<file path="src/design/afipc_map.vh">
// register map, field positions, codes and reset values of the accel config bank
//==========================================================================
// Functional notes
// mode register bit 0 picks stream (0) or fifo (1) policy, reset 0
// software keeps mode bit 1 and source bit 4 at one; both reset one
// source bit 6 set lets accelerometer samples be stored in the fifo
// source bit 3 stores pin one input events; pin one must be input
// source bit 2 stores pin two input events; pin two must be input
// pin one config bit 4 enables input, bit 3 enables output, reset 0
// pin one bit 2 picks push-pull/open-drain, bit 1 picks active level
// pin two config bit 4 enables input, bit 3 enables output, reset 0
// pin two bit 2 picks push-pull/open-drain, bit 1 picks active level
// routing bits 2,1,0 send ready, watermark, full events to pin one
// routing bits 6,5,4 send ready, watermark, full events to pin two
// self-test byte: 00 off, 0d positive, 09 negative excitation
// active self-test adds a steady offset to the output data
// self-test stays on until software writes the off code
// power save byte 03 suspends (reset), 00 runs; suspend halts capture
// power switch byte 00 means off (reset), 04 means on
// after reset software writes the on code before data appears
// watermark event active while fill level in bytes reaches watermark
// output pin asserts with programmed level and drive on any routed event
// unlisted self-test and power codes are ignored, state unchanged
`ifndef AFIPC_MAP_VH
`define AFIPC_MAP_VH

//==========================================================================
// register indexes (byte address is four times the index)
`define AFIPC_IDX_FIFO_MODE   8'h48
`define AFIPC_IDX_FIFO_SRC    8'h49
`define AFIPC_IDX_PIN_ONE     8'h53
`define AFIPC_IDX_PIN_TWO     8'h54
`define AFIPC_IDX_ROUTING     8'h58
`define AFIPC_IDX_SELF_TEST   8'h6d
`define AFIPC_IDX_PWR_SAVE    8'h7c
`define AFIPC_IDX_PWR_SWITCH  8'h7d

//==========================================================================
// reset values
`define AFIPC_RST_FIFO_MODE   8'h02
`define AFIPC_RST_FIFO_SRC    8'h10
`define AFIPC_RST_PIN_CFG     8'h00
`define AFIPC_RST_ROUTING     8'h00
`define AFIPC_RST_SELF_TEST   8'h00
`define AFIPC_RST_PWR_SAVE    8'h03
`define AFIPC_RST_PWR_SWITCH  8'h00

//==========================================================================
// writable bits, reserved bits read as zero
`define AFIPC_MSK_FIFO_MODE   8'h03
`define AFIPC_MSK_FIFO_SRC    8'h7c
`define AFIPC_MSK_PIN_CFG     8'h1e
`define AFIPC_MSK_ROUTING     8'h77

//==========================================================================
// field positions
`define AFIPC_B_MODE_FIFO     0
`define AFIPC_B_SRC_ACC       6
`define AFIPC_B_SRC_PIN_ONE   3
`define AFIPC_B_SRC_PIN_TWO   2
`define AFIPC_B_PIN_IN        4
`define AFIPC_B_PIN_OUT       3
`define AFIPC_B_PIN_OD        2
`define AFIPC_B_PIN_LVL       1
`define AFIPC_B_RT_ONE_LO     0
`define AFIPC_B_RT_TWO_LO     4

//==========================================================================
// codes
`define AFIPC_ST_OFF          8'h00
`define AFIPC_ST_POS          8'h0d
`define AFIPC_ST_NEG          8'h09
`define AFIPC_PWR_SUSPEND     8'h03
`define AFIPC_PWR_ACTIVE      8'h00
`define AFIPC_SW_OFF          8'h00
`define AFIPC_SW_ON           8'h04

//==========================================================================
// self-test excitation added to each axis
`define AFIPC_ST_OFFSET       16'h0100

`endif

</file>
<file path="src/design/afipc_regs.v">
// accelerometer fifo, interrupt pin, self-test and power configuration bank
//
// Decided for this implementation: the APB slave port.
`timescale 1ns/1ps
`default_nettype none
`include "afipc_map.vh"

module afipc_regs (
  input  wire        mclk,
  input  wire        rst,
  // apb slave
  input  wire        psel,
  input  wire        penable,
  input  wire        pwrite,
  input  wire [11:0] paddr,
  input  wire [31:0] pwdata,
  output wire        pready,
  output wire        pslverr,
  output reg  [31:0] prdata,
  // raw samples from the sensing core
  input  wire        sample_valid,
  input  wire [15:0] sample_x,
  input  wire [15:0] sample_y,
  input  wire [15:0] sample_z,
  input  wire        data_read_ack,
  // corrected samples
  output reg  [15:0] acc_data_x,
  output reg  [15:0] acc_data_y,
  output reg  [15:0] acc_data_z,
  output reg         acc_data_ready,
  output reg         acquisition_run,
  // fifo datapath interface
  input  wire [12:0] fifo_fill_level,
  input  wire [12:0] fifo_watermark,
  input  wire        fifo_full,
  output reg         fifo_mode_fifo,
  output reg         fifo_store_sample,
  output reg         fifo_store_pin_one_evt,
  output reg         fifo_store_pin_two_evt,
  // interrupt pins, oe low while driving
  input  wire        irq_pin_one_in,
  output reg         irq_pin_one_out,
  output reg         irq_pin_one_oe_n,
  input  wire        irq_pin_two_in,
  output reg         irq_pin_two_out,
  output reg         irq_pin_two_oe_n
);

  //========================================================================
  // register state
  reg [7:0] fifo_mode_config_ff;
  reg [7:0] fifo_source_select_ff;
  reg [7:0] irq_pin_one_config_ff;
  reg [7:0] irq_pin_two_config_ff;
  reg [7:0] irq_event_routing_ff;
  reg [7:0] self_test_control_ff;
  reg [7:0] power_save_config_ff;
  reg [7:0] power_switch_control_ff;
  reg       pready_ff;

  //========================================================================
  // apb decode
  // one wait state: the second access cycle answers with registered data
  wire       acc_phase = psel & penable;
  wire       addr_ok   = (paddr[1:0] == 2'b00) & (paddr[11:10] == 2'b00);
  wire [7:0] idx       = paddr[9:2];
  reg        hit;
  reg  [7:0] rd_byte;

  always @* begin
    hit     = 1'b1;
    rd_byte = 8'h00;
    case (idx)
      `AFIPC_IDX_FIFO_MODE:  rd_byte = fifo_mode_config_ff;
      `AFIPC_IDX_FIFO_SRC:   rd_byte = fifo_source_select_ff;
      `AFIPC_IDX_PIN_ONE:    rd_byte = irq_pin_one_config_ff;
      `AFIPC_IDX_PIN_TWO:    rd_byte = irq_pin_two_config_ff;
      `AFIPC_IDX_ROUTING:    rd_byte = irq_event_routing_ff;
      `AFIPC_IDX_SELF_TEST:  rd_byte = self_test_control_ff;
      `AFIPC_IDX_PWR_SAVE:   rd_byte = power_save_config_ff;
      `AFIPC_IDX_PWR_SWITCH: rd_byte = power_switch_control_ff;
      default:               hit     = 1'b0;
    endcase
    if (!addr_ok) begin
      hit = 1'b0;
    end
  end

  wire       valid_hit = hit & addr_ok;
  wire       wr_go     = acc_phase & pready_ff & pwrite & valid_hit;
  wire [7:0] wb        = pwdata[7:0];

  assign pready  = pready_ff;
  assign pslverr = pready_ff & ~valid_hit;

  always @(posedge mclk or posedge rst) begin
    if (rst) begin
      pready_ff <= 1'b0;
      prdata    <= 32'h0000_0000;
    end else begin
      pready_ff <= acc_phase & ~pready_ff;
      if (acc_phase & ~pready_ff) begin
        prdata <= (~pwrite & valid_hit) ? {24'h00_0000, rd_byte} :
                  32'h0000_0000;
      end
    end
  end

  //========================================================================
  // reserved code filter for byte-coded registers
  wire st_code_ok = (wb == `AFIPC_ST_OFF) | (wb == `AFIPC_ST_POS) |
                    (wb == `AFIPC_ST_NEG);
  wire ps_code_ok = (wb == `AFIPC_PWR_SUSPEND) |
                    (wb == `AFIPC_PWR_ACTIVE);
  wire sw_code_ok = (wb == `AFIPC_SW_OFF) | (wb == `AFIPC_SW_ON);

  //========================================================================
  // register writes
  always @(posedge mclk or posedge rst) begin
    if (rst) begin
      fifo_mode_config_ff     <= `AFIPC_RST_FIFO_MODE;
      fifo_source_select_ff   <= `AFIPC_RST_FIFO_SRC;
      irq_pin_one_config_ff   <= `AFIPC_RST_PIN_CFG;
      irq_pin_two_config_ff   <= `AFIPC_RST_PIN_CFG;
      irq_event_routing_ff    <= `AFIPC_RST_ROUTING;
      self_test_control_ff    <= `AFIPC_RST_SELF_TEST;
      power_save_config_ff    <= `AFIPC_RST_PWR_SAVE;
      power_switch_control_ff <= `AFIPC_RST_PWR_SWITCH;
    end else if (wr_go) begin
      case (idx)
        `AFIPC_IDX_FIFO_MODE:
          fifo_mode_config_ff <= wb & `AFIPC_MSK_FIFO_MODE;
        `AFIPC_IDX_FIFO_SRC:
          fifo_source_select_ff <= wb & `AFIPC_MSK_FIFO_SRC;
        `AFIPC_IDX_PIN_ONE:
          irq_pin_one_config_ff <= wb & `AFIPC_MSK_PIN_CFG;
        `AFIPC_IDX_PIN_TWO:
          irq_pin_two_config_ff <= wb & `AFIPC_MSK_PIN_CFG;
        `AFIPC_IDX_ROUTING:
          irq_event_routing_ff <= wb & `AFIPC_MSK_ROUTING;
        // self-test only leaves on an explicit off write
        `AFIPC_IDX_SELF_TEST: begin
          if (st_code_ok) begin
            self_test_control_ff <= wb;
          end
        end
        `AFIPC_IDX_PWR_SAVE: begin
          if (ps_code_ok) begin
            power_save_config_ff <= wb;
          end
        end
        `AFIPC_IDX_PWR_SWITCH: begin
          if (sw_code_ok) begin
            power_switch_control_ff <= wb;
          end
        end
        default: begin
        end
      endcase
    end
  end

  //========================================================================
  // operating state
  wire acc_on   = (power_switch_control_ff == `AFIPC_SW_ON);
  wire acc_act  = (power_save_config_ff == `AFIPC_PWR_ACTIVE);
  wire run      = acc_on & acc_act;
  wire st_pos   = (self_test_control_ff == `AFIPC_ST_POS);
  wire st_neg   = (self_test_control_ff == `AFIPC_ST_NEG);
  wire take     = sample_valid & run;

  //========================================================================
  // sample path with self-test offset
  // the offset wraps like the core's two's complement adder; no clipping
  function [15:0] st_apply;
    input [15:0] raw;
    input        pos;
    input        neg;
    begin
      if (pos) begin
        st_apply = raw + `AFIPC_ST_OFFSET;
      end else if (neg) begin
        st_apply = raw - `AFIPC_ST_OFFSET;
      end else begin
        st_apply = raw;
      end
    end
  endfunction

  always @(posedge mclk or posedge rst) begin
    if (rst) begin
      acc_data_x        <= 16'h0000;
      acc_data_y        <= 16'h0000;
      acc_data_z        <= 16'h0000;
      acc_data_ready    <= 1'b0;
      acquisition_run   <= 1'b0;
      fifo_mode_fifo    <= 1'b0;
      fifo_store_sample <= 1'b0;
    end else begin
      acquisition_run <= run;
      fifo_mode_fifo  <= fifo_mode_config_ff[`AFIPC_B_MODE_FIFO];
      fifo_store_sample <= take &
        fifo_source_select_ff[`AFIPC_B_SRC_ACC];
      if (take) begin
        acc_data_x <= st_apply(sample_x, st_pos, st_neg);
        acc_data_y <= st_apply(sample_y, st_pos, st_neg);
        acc_data_z <= st_apply(sample_z, st_pos, st_neg);
      end
      // a new sample wins over an acknowledge in the same cycle
      if (take) begin
        acc_data_ready <= 1'b1;
      end else if (data_read_ack) begin
        acc_data_ready <= 1'b0;
      end
    end
  end

  //========================================================================
  // events
  wire ev_ready = acc_data_ready;
  wire ev_wm    = (fifo_fill_level >= fifo_watermark);
  wire ev_full  = fifo_full;
  wire [2:0] ev_vec = {ev_ready, ev_wm, ev_full};

  //========================================================================
  // per-pin logic: input capture and output drive
  wire [7:0] pin_cfg   [0:1];
  wire [1:0] pin_in;
  wire [1:0] pin_drive;
  wire [1:0] pin_oe_n;
  wire [1:0] pin_evt;
  wire [1:0] src_en;

  assign pin_cfg[0] = irq_pin_one_config_ff;
  assign pin_cfg[1] = irq_pin_two_config_ff;
  assign pin_in     = {irq_pin_two_in, irq_pin_one_in};
  assign src_en     = {fifo_source_select_ff[`AFIPC_B_SRC_PIN_TWO],
                       fifo_source_select_ff[`AFIPC_B_SRC_PIN_ONE]};

  genvar g;
  generate
    for (g = 0; g < 2; g = g + 1) begin : g_pin
      reg        s1_ff;
      reg        s2_ff;
      reg        s3_ff;
      reg        lvl_ff;
      reg        lvl_d_ff;
      wire       pol    = pin_cfg[g][`AFIPC_B_PIN_LVL];
      wire       od     = pin_cfg[g][`AFIPC_B_PIN_OD];
      wire       in_en  = pin_cfg[g][`AFIPC_B_PIN_IN];
      wire       out_en = pin_cfg[g][`AFIPC_B_PIN_OUT];
      wire [2:0] route  = (g == 0) ?
        irq_event_routing_ff[`AFIPC_B_RT_ONE_LO +: 3] :
        irq_event_routing_ff[`AFIPC_B_RT_TWO_LO +: 3];
      wire       assert_evt = |(route & ev_vec);
      wire       level  = assert_evt ? pol : ~pol;
      wire       active_in = (lvl_ff == pol);

      // three-stage capture; a level counts once stages two and three agree
      always @(posedge mclk or posedge rst) begin
        if (rst) begin
          s1_ff    <= 1'b0;
          s2_ff    <= 1'b0;
          s3_ff    <= 1'b0;
          lvl_ff   <= 1'b0;
          lvl_d_ff <= 1'b0;
        end else begin
          s1_ff    <= pin_in[g];
          s2_ff    <= s1_ff;
          s3_ff    <= s2_ff;
          if (s2_ff == s3_ff) begin
            lvl_ff <= s3_ff;
          end
          lvl_d_ff <= lvl_ff;
        end
      end

      // edge into the programmed active level, only while input enabled
      assign pin_evt[g] = in_en & src_en[g] & active_in &
                          (lvl_ff != lvl_d_ff);
      // open-drain only pulls low and releases otherwise
      assign pin_drive[g] = od ? 1'b0 : level;
      assign pin_oe_n[g]  = ~out_en | (od & level);
    end
  endgenerate

  //========================================================================
  // registered pin and fifo event outputs
  always @(posedge mclk or posedge rst) begin
    if (rst) begin
      irq_pin_one_out        <= 1'b0;
      irq_pin_one_oe_n       <= 1'b1;
      irq_pin_two_out        <= 1'b0;
      irq_pin_two_oe_n       <= 1'b1;
      fifo_store_pin_one_evt <= 1'b0;
      fifo_store_pin_two_evt <= 1'b0;
    end else begin
      irq_pin_one_out        <= pin_drive[0];
      irq_pin_one_oe_n       <= pin_oe_n[0];
      irq_pin_two_out        <= pin_drive[1];
      irq_pin_two_oe_n       <= pin_oe_n[1];
      fifo_store_pin_one_evt <= pin_evt[0];
      fifo_store_pin_two_evt <= pin_evt[1];
    end
  end

endmodule // afipc_regs
`default_nettype wire

</file>
<file path="config.mk">
export PLATFORM = sky130hd
export DESIGN_NAME = afipc_regs
export DESIGN_NICKNAME = d
export VERILOG_FILES = /design/src/design/afipc_regs.v
export VERILOG_INCLUDE_DIRS = /design/src /design/src/design
export SDC_FILE = /design/constraint.sdc
export NUM_CORES = 1
export LEC_CHECK = 0
export ABC_AREA = 1
export BUFFER_PORTS_ARGS = -buffer_cell sky130_fd_sc_hd__buf_2
export CORE_UTILIZATION = 50
export CTS_CLUSTER_DIAMETER = 60
export DETAILED_ROUTE_END_ITERATION = 12
export MAX_ROUTING_LAYER = met4
export PLACE_DENSITY = 0.91
export SLEW_MARGIN = 20
export SYNTH_ARGS = -nofsm -noshare
export SYNTH_HDL_FRONTEND = slang
export SYNTH_SLANG_ARGS = --single-unit
</file>
<file path="constraint.sdc">
create_clock -name mclk -period 6.77 [get_ports mclk]
set_input_delay 0.677 -clock mclk [delete_from_list [all_inputs] [get_ports mclk]]
set_output_delay 0.677 -clock mclk [all_outputs]
set_load 0.05 [all_outputs]
</file>
==> results_dict.tcl, run 1 <==
set metrics [dict create \
    status "complete, no violations" \
    fmax_mhz 343 \
    areaGrowthSynthToFinish_pct 22.3 \
    drt-total-wl_um 16400 \
    ant_nets 0 \
    cts_made_buffers 17 \
    synth_xor_area_share_pct 1.58 \
    powerDensity_nw_per_um2 220 \
    grt_use_total_pct 25.7 \
    synthArstFlopShare_pct 100 \
    drc 0 \
    rsz0062_at_grt "no" \
    die_w_um 117 \
    power.total_uw 1790 \
    ys_ff_latch 122 \
    drive_above_1_share_pct 23.6 \
    holdPathStages 0 \
    synth.distinct_cells 41 \
    critPathRequiredTime_ns 6.09 \
    cts_resized 0 \
    viasPerCell 5.10 \
    slew_headroom_pct 31.0 \
    worstMarginPinSlew_ns 1.03 \
    hpwl_um 11900 \
    root_buffer "clkbuf_16" \
    coreArea_um2 12800 \
    syn_avg_cell_area_um2 7.78 \
    setup.worst_path.start_class "input port" \
    synth_top_family_by_area "simple AND/OR/NAND/NOR gates" \
    syn-instance-count 855 \
    diodes 0 \
    vias 6206 \
    synth_largest_area_cell "dfrtp_1" \
    synth_edf_count 0 \
    yosys_warnings 0 \
    die_y_um 117 \
    crit_fanout 10 \
    pre_cts_slack_ns 3.92 \
    period_share_pct 43.1 \
    cts-hold-fix-buffers 0 \
    final_util_pct 63.7 \
    grt_pass1_wl_um 27300 \
    final_cell_mix "nand2_1, buf_2, dfrtp_1, inv_1, nor2_1" \
    ir_drop_uv 163 \
    num-nets-final 1180 \
    clockBufferDepth 2 \
    netlist.area_leader.share_pct 43.6 \
    n_fill_cell 1041 \
    synth_mux_area_share_pct 0 \
    drtPass1Iterations 5 \
    ctsHtreeMaxLevel 4 \
    start_util_pct 52.1 \
    io-pin-count 220 \
    antenna_found_initial 0 \
    hold_path.class "flip-flop to flip-flop" \
    avgRoutedWirePerCell_um 13.5 \
    postCtsSetupBuffers 0 \
    yosys.area_share.adder_pct 3.87 \
    hold_viol_final 0 \
    cts_tree "built" \
    arrival_ns 2.24 \
    reg2regPathDepth 9 \
    cts.reportedPaths.clkPinSlew_ns 0.05 \
    worst_slack_ns 3.86 \
    maxCapViolCount 0 \
    p_leak_uw 0.00468 \
    synth-simple-area-share_pct 31.8 \
    netlist_area_um2 6650 \
    grt_max_degree 75 \
    yosysSeqAreaShare_pct 46.0 \
    min_period_ns 2.91 \
    synth_ff_type "dfrtp_1" \
    slew_violations 0 \
    crit_type "input port to output port" \
    critPathCaptureType "output port" \
    ys_top_cells_by_area "dfrtp_1, nand2_1, inv_1, ha_1, nand3_1" \
    layout_commonest_cell "nand2_1" \
    fin_worst_skew_ns 0.00779 \
    grt-ovfl-total 0 \
    fp.dieArea_um2 13800 \
    multi_input_area_um2 3020 \
    drtIter0Drc 452 \
    finalSetupTns_ns 0 \
    grt_pass1_vias 5868 \
    setup_viol 0 \
    cts_sinks 122 \
    rows 41 \
    port_buffers 171 \
    register_area_um2 3060 \
    clkLatencyLatePin_ns 0.42 \
    synth_compound_area_share_pct 6.71 \
    finalWeightedCongestion 0.948 \
]
synth_stat cells (8+ instances only):
cell / count
nand2_1: 312
buf_4: 24
nand4_1: 8
nor2_1: 52
o21ai_2: 9
nand3_1: 46
dfrtp_1: 116
nor3_1: 15
inv_1: 105
o21ai_0: 46
xor2_1: 11
ha_1: 19
per-layer routing:
metal / vias up / track usage, % / part of all wire, %
li1: 3013 / - / -
met1: 2874 / 31.3 / 42
met2: 270 / 41.8 / 49
met3: 49 / 5.01 / 6.6
met4: 0 / 10.5 / 2.4
met5: - / - / 0
where the power goes:
part / switching (uW) / internal, uW / total [uW] / leakage (uW)
sequential: 7.38 / 744 / 751 / 0.00162
combinational: 142 / 53.3 / 196 / 0.00279
clock: 311 / 531 / 842 / 0.000271
cell type report:
type                       count  area share, %
sequential                   122           37.6
multi-input combinational    609           37.1
timing repair buffer         174           10.8
clock inverter                 7          0.815
inverter                     109           5.06
tap                          172           2.64
clock buffer                  25           5.96
logic make-up (layout without fill, tap and decap cells):
group,count (synthesis),after routing
simple gates,474,474
buf+inv,147,315
flops,122,122
compound gates,78,78
fa+ha+maj,21,21
xor+xnor,12,12
other cells,1,24
critical path, cell delays in order:
cell	delay [ns]
buf_2	0.07
inv_1	0.03
nand2_1	0.26
nor3_1	0.12
nand2_1	0.12
nand2_1	0.07
nor2_2	0.21
nand2_8	0.13
nand2_1	0.08
inv_1	0.06
nor2_1	0.11
buf_2	0.28
registers in the layout, summed over array words and instances (netlist names), 5 cells and up:
signal / count
acc_data_y: 16
self_test_control_ff: 8
prdata: 8
power_save_config_ff: 8
acc_data_x: 16
acc_data_z: 16
power_switch_control_ff: 8
irq_event_routing_ff: 6
fifo_source_select_ff: 5
path summary, 6_finish.rpt:
check / from / to / slack (ns)
max reg2reg: self_test_control_ff[5] / acc_data_x[12] / 4.51
max in group asynchronous: rst / power_save_config_ff[4] / 5.14
min in group asynchronous: rst / acc_data_y[1] / 0.47
min reg2reg: g_pin[0].s1_ff / g_pin[0].s2_ff / 0.35
min: g_pin[0].s1_ff / g_pin[0].s2_ff / 0.35
max: paddr[9] / pslverr / 3.86
metrics by stage:
stage | hold WS (ns) | std cells | area [um2]
floorplan | 0.331 | 878 | 6740
finish | 0.351 | 1218 | 8140
detailed placement | 0.341 | 1186 | 7590
global route | 0.355 | 1218 | 8140
global placement | 0.333 | 1186 | 7590
CTS | 0.353 | 1218 | 8140
Power figures use the tool's default switching activity.
==> run 2, diff against run 1 <==
--- a/config.mk
+++ b/config.mk
@@ -6,13 +6,13 @@
 export SDC_FILE = /design/constraint.sdc
 export NUM_CORES = 1
 export LEC_CHECK = 0
-export ABC_AREA = 1
+export ABC_AREA = 0
 export BUFFER_PORTS_ARGS = -buffer_cell sky130_fd_sc_hd__buf_2
 export CORE_UTILIZATION = 50
 export CTS_CLUSTER_DIAMETER = 60
 export DETAILED_ROUTE_END_ITERATION = 12
 export MAX_ROUTING_LAYER = met4
-export PLACE_DENSITY = 0.91
+export PLACE_DENSITY = 0.92
 export SLEW_MARGIN = 20
 export SYNTH_ARGS = -nofsm -noshare
 export SYNTH_HDL_FRONTEND = slang
==> constraint.sdc (replaced) <==
create_clock -name mclk -period 2.85 [get_ports mclk]
set_input_delay 0.285 -clock mclk [delete_from_list [all_inputs] [get_ports mclk]]
set_output_delay 0.285 -clock mclk [all_outputs]
set_load 0.05 [all_outputs]
==> results_dict.tcl, run 2 <==
set metrics [dict create \
    fmax_mhz 437 \
    setup.worst_path.start_class "flip-flop" \
    status "complete, no violations" \
    hpwl_um 10800 \
    maxCapViolCount 0 \
    synth.most_common_cell "dfrtp_1" \
    crit_type "flip-flop to flip-flop" \
    syn-instance-count 600 \
    cts_resized 0 \
    ctsHtreeMaxLevel 4 \
    vias 5289 \
    hold_viol_final 0 \
    io-pin-count 220 \
    grt_pass1_vias 5026 \
    grt_max_degree 123 \
    pre_cts_slack_ns 0.433 \
    ys_top_cells_by_area "dfrtp_1, mux2_2, ha_1, nand2_1, o21ai_0" \
    yosysSeqAreaShare_pct 48.3 \
    swShare_pct 23.5 \
    min_period_ns 2.29 \
    layout_commonest_cell "buf_2" \
    cts_tree "built" \
    final_cell_mix "buf_2, dfrtp_1, nand2_1, mux2_2, o21ai_0" \
    num-nets-final 926 \
    p_clk_share_pct 50.4 \
    clkLatencyLatePin_ns 0.40 \
    rsz0062_at_grt "no" \
    fin_worst_skew_ns 0.00566 \
    r2r-start "self_test_control_ff[2]" \
    cts.reportedPaths.clkPinSlew_ns 0.05 \
    worst_slack_ns 0.563 \
    syn_avg_cell_area_um2 10.6 \
    port_buffers 171 \
    worstMarginPinSlew_ns 0.680 \
    ys_ff_latch 122 \
    p_int_uw 3310 \
    synth_common_cells "dfrtp_1, nand2_1, mux2_2" \
    drtPass1Iterations 5 \
    viasPerCell 5.51 \
    start_util_pct 51.9 \
    postCtsSetupBuffers 0 \
    synth.distinct_cells 66 \
    die_w_um 115 \
    diodes 0 \
    root_buffer "clkbuf_16" \
    synth_ff_type "dfrtp_1" \
    die_y_um 115 \
    critPathCaptureType "flip-flop" \
    drive_above_1_share_pct 36.4 \
    slew_violations 0 \
    r2r_slack_ns 0.56 \
    cp-startpoint "self_test_control_ff[2]" \
    p_leak_uw 0.00406 \
    grt-ovfl-total 0 \
    areaGrowthSynthToFinish_pct 25.7 \
    coreArea_um2 12200 \
    clockBufferDepth 2 \
    cts_made_buffers 17 \
    hold_path.class "input port to asynchronous set/reset pin" \
    crit_fanout 13 \
    setup_viol 0 \
    ir_drop_uv 412 \
    synth_largest_area_cell "dfrtp_1" \
    grt_pass1_wl_um 24200 \
    grt_use_total_pct 24.6 \
    rows 40 \
    ant_nets 0 \
    avgRoutedWirePerCell_um 15.7 \
    critPathRequiredTime_ns 3.13 \
    largest_registers "acc_data_x: 16 flops, acc_data_y: 16 flops, acc_data_z: 16 flops" \
    drt-total-wl_um 15100 \
    powerDensity_nw_per_um2 542 \
    finalWeightedCongestion 0.937 \
    fp.dieArea_um2 13100 \
    p_comb_share_pct 8.8 \
    finalSetupTns_ns 0 \
    period_share_pct 80.2 \
    yosys_warnings 0 \
    drc 0 \
    antenna_found_initial 0 \
    netlist.area_leader.share_pct 45.8 \
    netlist_area_um2 6340 \
    seq_power_share_pct 40.7 \
    cts_sinks 122 \
    drtIter0Drc 384 \
    arrival_ns 2.57 \
    synthArstFlopShare_pct 100 \
    slew_headroom_pct 54.3 \
    synth_edf_count 0 \
    p_sw_uw 1010 \
]
[run 2: power by group through the flow]
stage / Combinational (uW) / Clock, uW / Sequential [uW]
floorplan: 235 / 0 / 1810
finish: 382 / 2180 / 1760
global route: 418 / 2300 / 1760
global placement: 364 / 0 / 1790
CTS: 381 / 2210 / 1760
detailed placement: 375 / 0 / 1790
[run 2: metal layers]
| layer | part of all wire, % | vias up | GRT usage [%] |
|---|---|---|---|
| li1 | - | 2460 | - |
| met1 | 42 | 2519 | 30.7 |
| met2 | 48 | 260 | 38.3 |
| met3 | 7.2 | 50 | 6.78 |
| met4 | 2.9 | 0 | 9.00 |
| met5 | 0 | - | - |
[run 2: cell type report]
type	instances	area [um2]
repair buffers	183	988
inverters	23	90.1
multi-input cells	432	3010
well taps	168	210
clock inverters	12	146
flip-flops and latches	122	3060
clock buffers	20	467
fillers	967	4240
[run 2: worst paths after layout]
path / endpoint / cells after the start
max in group asynchronous: acc_data_y[7] / 3
worst min register to register: g_pin[0].s2_ff / 0
worst max-delay path: acc_data_z[13] / 6
worst max register to register: acc_data_z[13] / 6
worst min-delay path: acc_data_z[9] / 3
min in group mclk: acc_data_ready / 2
[run 2: logic make-up (layout without fill, tap and decap cells)]
group / after synthesis / in the layout / synth area share (%)
and+or+nand+nor: 203 / 203 / 18.1
other: 1 / 24 / 0.0591
DFF: 122 / 122 / 48.3
buffers and inverters: 69 / 238 / 5.66
xor gates and xnor gates: 26 / 26 / 3.59
AOI/OAI and AO/OA: 100 / 100 / 9.86
muxes: 58 / 58 / 10.4
adders and majority gates: 21 / 21 / 4.06
[run 2: worst max-delay path, stage by stage (launching register included)]
cell,delay (ns)
dfrtp_1,0.54
buf_4,0.25
nor4_1,0.49
or3b_2,0.49
a21oi_1,0.19
xnor2_1,0.13
o21ai_0,0.08
[run 2: stage by stage]
| stage | util, % | cells | hold WS [ns] | total power [uW] | cell area, um2 |
|---|---|---|---|---|---|
| global placement | 60.1 | 926 | 0.333 | 2150 | 7340 |
| CTS | 65.3 | 960 | 0.0916 | 4350 | 7970 |
| global route | 65.3 | 960 | 0.0908 | 4480 | 7970 |
| finish | 65.3 | 960 | 0.0236 | 4320 | 7970 |
| floorplan | - | 623 | 0.316 | 2040 | 6430 |
| detailed placement | 60.1 | 926 | 0.343 | 2160 | 7340 |
[run 2: what timing repair did]
| action | in CTS | in global routing |
|---|---|---|
| hold buffers | 2 | 0 |
| setup endpoints to repair | 0 | 0 |
| hold endpoints to repair | 2 | 0 |
==> run 3, diff against run 2 <==
--- a/config.mk
+++ b/config.mk
@@ -8,11 +8,11 @@
 export LEC_CHECK = 0
 export ABC_AREA = 0
 export BUFFER_PORTS_ARGS = -buffer_cell sky130_fd_sc_hd__buf_2
-export CORE_UTILIZATION = 50
+export CORE_UTILIZATION = 46
 export CTS_CLUSTER_DIAMETER = 60
 export DETAILED_ROUTE_END_ITERATION = 12
 export MAX_ROUTING_LAYER = met4
-export PLACE_DENSITY = 0.92
+export PLACE_DENSITY = 0.89
 export SLEW_MARGIN = 20
 export SYNTH_ARGS = -nofsm -noshare
 export SYNTH_HDL_FRONTEND = slang
==> constraint.sdc (replaced) <==
create_clock -name mclk -period 1.95 [get_ports mclk]
set_input_delay 0.195 -clock mclk [delete_from_list [all_inputs] [get_ports mclk]]
set_output_delay 0.195 -clock mclk [all_outputs]
set_load 0.05 [all_outputs]
==> results_dict.tcl, run 3 (synthesis results as in run 2) <==
set metrics [dict create \
    die_w_um 119 \
    hpwl_um 12300 \
    grt_use_total_pct 25.4 \
    powerDensity_nw_per_um2 730 \
    hold_path.class "input port to flip-flop" \
    drtIter0Drc 426 \
    coreArea_um2 13300 \
    drc 0 \
    grt_max_degree 60 \
    final_cell_count_no_fill 1020 \
    avgRoutedWirePerCell_um 16.7 \
    final_area_um2 8400 \
    critPathCaptureType "flip-flop" \
    slew_violations 0 \
    areaGrowthSynthToFinish_pct 32.4 \
    power.total_uw 6130 \
    die_y_um 119 \
    cts.reportedPaths.clkPinSlew_ns 0.06 \
    placedInstanceArea_um2 7610 \
    min_period_ns 1.90 \
    final_cell_mix "buf_2, dfrtp_1, nand2_1, mux2_2, buf_4" \
    drt-total-wl_um 17100 \
    status "complete, no violations" \
    root_buffer "clkbuf_16" \
    crit_type "flip-flop to flip-flop" \
    crit_fanout 4 \
    fmax_mhz 526 \
    rows 42 \
    port_buffers 171 \
    fin_worst_skew_ns 0.00740 \
    clockBufferDepth 2 \
    dp_cells 969 \
    cts_sinks 122 \
    largest_registers "acc_data_x: 16 flops, acc_data_y: 16 flops, acc_data_z: 16 flops" \
    setup.worst_path.start_class "flip-flop" \
    hold_viol_final 0 \
    drtPass1Iterations 5 \
    grt-ovfl-total 0 \
    ctsHtreeMaxLevel 4 \
    clkLatencyLatePin_ns 0.41 \
    vias 5616 \
    setup_viol 0 \
    finalWeightedCongestion 0.996 \
    ant_nets 0 \
    antenna_found_initial 3 \
    critPathRequiredTime_ns 2.24 \
    p_leak_uw 0.00426 \
    num-nets-final 975 \
    ir_drop_uv 583 \
    n_fill_cell 1052 \
    maxCapViolCount 0 \
    grt_pass1_wl_um 27100 \
    cts_made_buffers 17 \
    arrival_ns 2.20 \
    io-pin-count 220 \
    cts_tree "built" \
    layout_commonest_cell "buf_2" \
    period_share_pct 97.5 \
    start_util_pct 47.5 \
    fp.dieArea_um2 14300 \
    drive_above_1_share_pct 39.5 \
    viasPerCell 5.51 \
    rsz0062_at_grt "yes" \
    grt_pass1_vias 5552 \
]
## run 3: cell count changes in the layout (fill, tap and decap cells not counted), sizes merged
cell,change
clkbuf,+4
dlygate4sd3,+13
diode,+3
buf,+36
bufinv,-2
clkinv,-2
## run 3: layout make-up
| cell class | count | area [um2] | area share (%) |
|---|---|---|---|
| sequential | 122 | 3060 | 36.5 |
| clock buffer | 24 | 482 | 5.74 |
| multi-input combinational | 432 | 3080 | 36.6 |
| clock inverter | 8 | 72.6 | 0.864 |
| antenna | 3 | 7.51 | 0.0894 |
| timing repair buffer | 232 | 1390 | 16.5 |
| inverter | 23 | 90.1 | 1.07 |
| tap | 176 | 220 | 2.62 |
## run 3: timing repair
item | in CTS | in global routing
pin swaps | 0 | 3
endpoints found under the setup margin | 5 | 6
buffers inserted | 0 | 1
hold buffers | 15 | 0
endpoints found under the hold margin | 29 | 0
gates resized for setup | 7 | 10
## run 3: critical path: stages (launching register included)
cell and delay [ns]:
dfrtp_2 0.44, or4_4 0.54, or4_1 0.42, a21oi_2 0.17, xnor2_1 0.13, o21ai_0 0.08
## run 3: per-stage QoR
step	worst slack [ns]	hold WS (ns)	util, %	setup TNS, ns
floorplan	-0.108	0.226	-	-0.355
global placement	-0.207	0.248	57.0	-1.73
detailed placement	-0.255	0.252	57.0	-2.36
CTS	-0.00129	0.000522	62.5	-0.00129
global route	-0.0514	0.00732	62.9	-0.0999
finish	0.0485	0.0194	62.9	0
## run 3: power by group
| part | leakage, uW | internal, uW | switching [uW] |
|---|---|---|---|
| registers | 0.00164 | 2560 | 15.1 |
| clock network | 0.000266 | 1840 | 1090 |
| logic | 0.00235 | 223 | 403 |
## run 3: layer usage
layer / track usage, % / wire length (um) / vias up
met5: - / 0 / -
met4: 12.9 / 570 / 0
met3: 6.51 / 1220 / 54
met2: 41.0 / 8480 / 273
met1: 29.4 / 6790 / 2713
li1: - / - / 2576
## run 3: final timing paths
path	startpoint	endpoint	slack, ns	cells after the start
min in group asynchronous	rst	prdata[7]	0.36	3
max in group asynchronous	rst	acc_data_y[7]	0.95	4
max	self_test_control_ff[2]	acc_data_x[15]	0.05	5
min reg2reg	g_pin[0].s1_ff	g_pin[0].s2_ff	0.35	0
min	sample_x[6]	acc_data_x[6]	0.02	2
max reg2reg	self_test_control_ff[2]	acc_data_x[15]	0.05	5
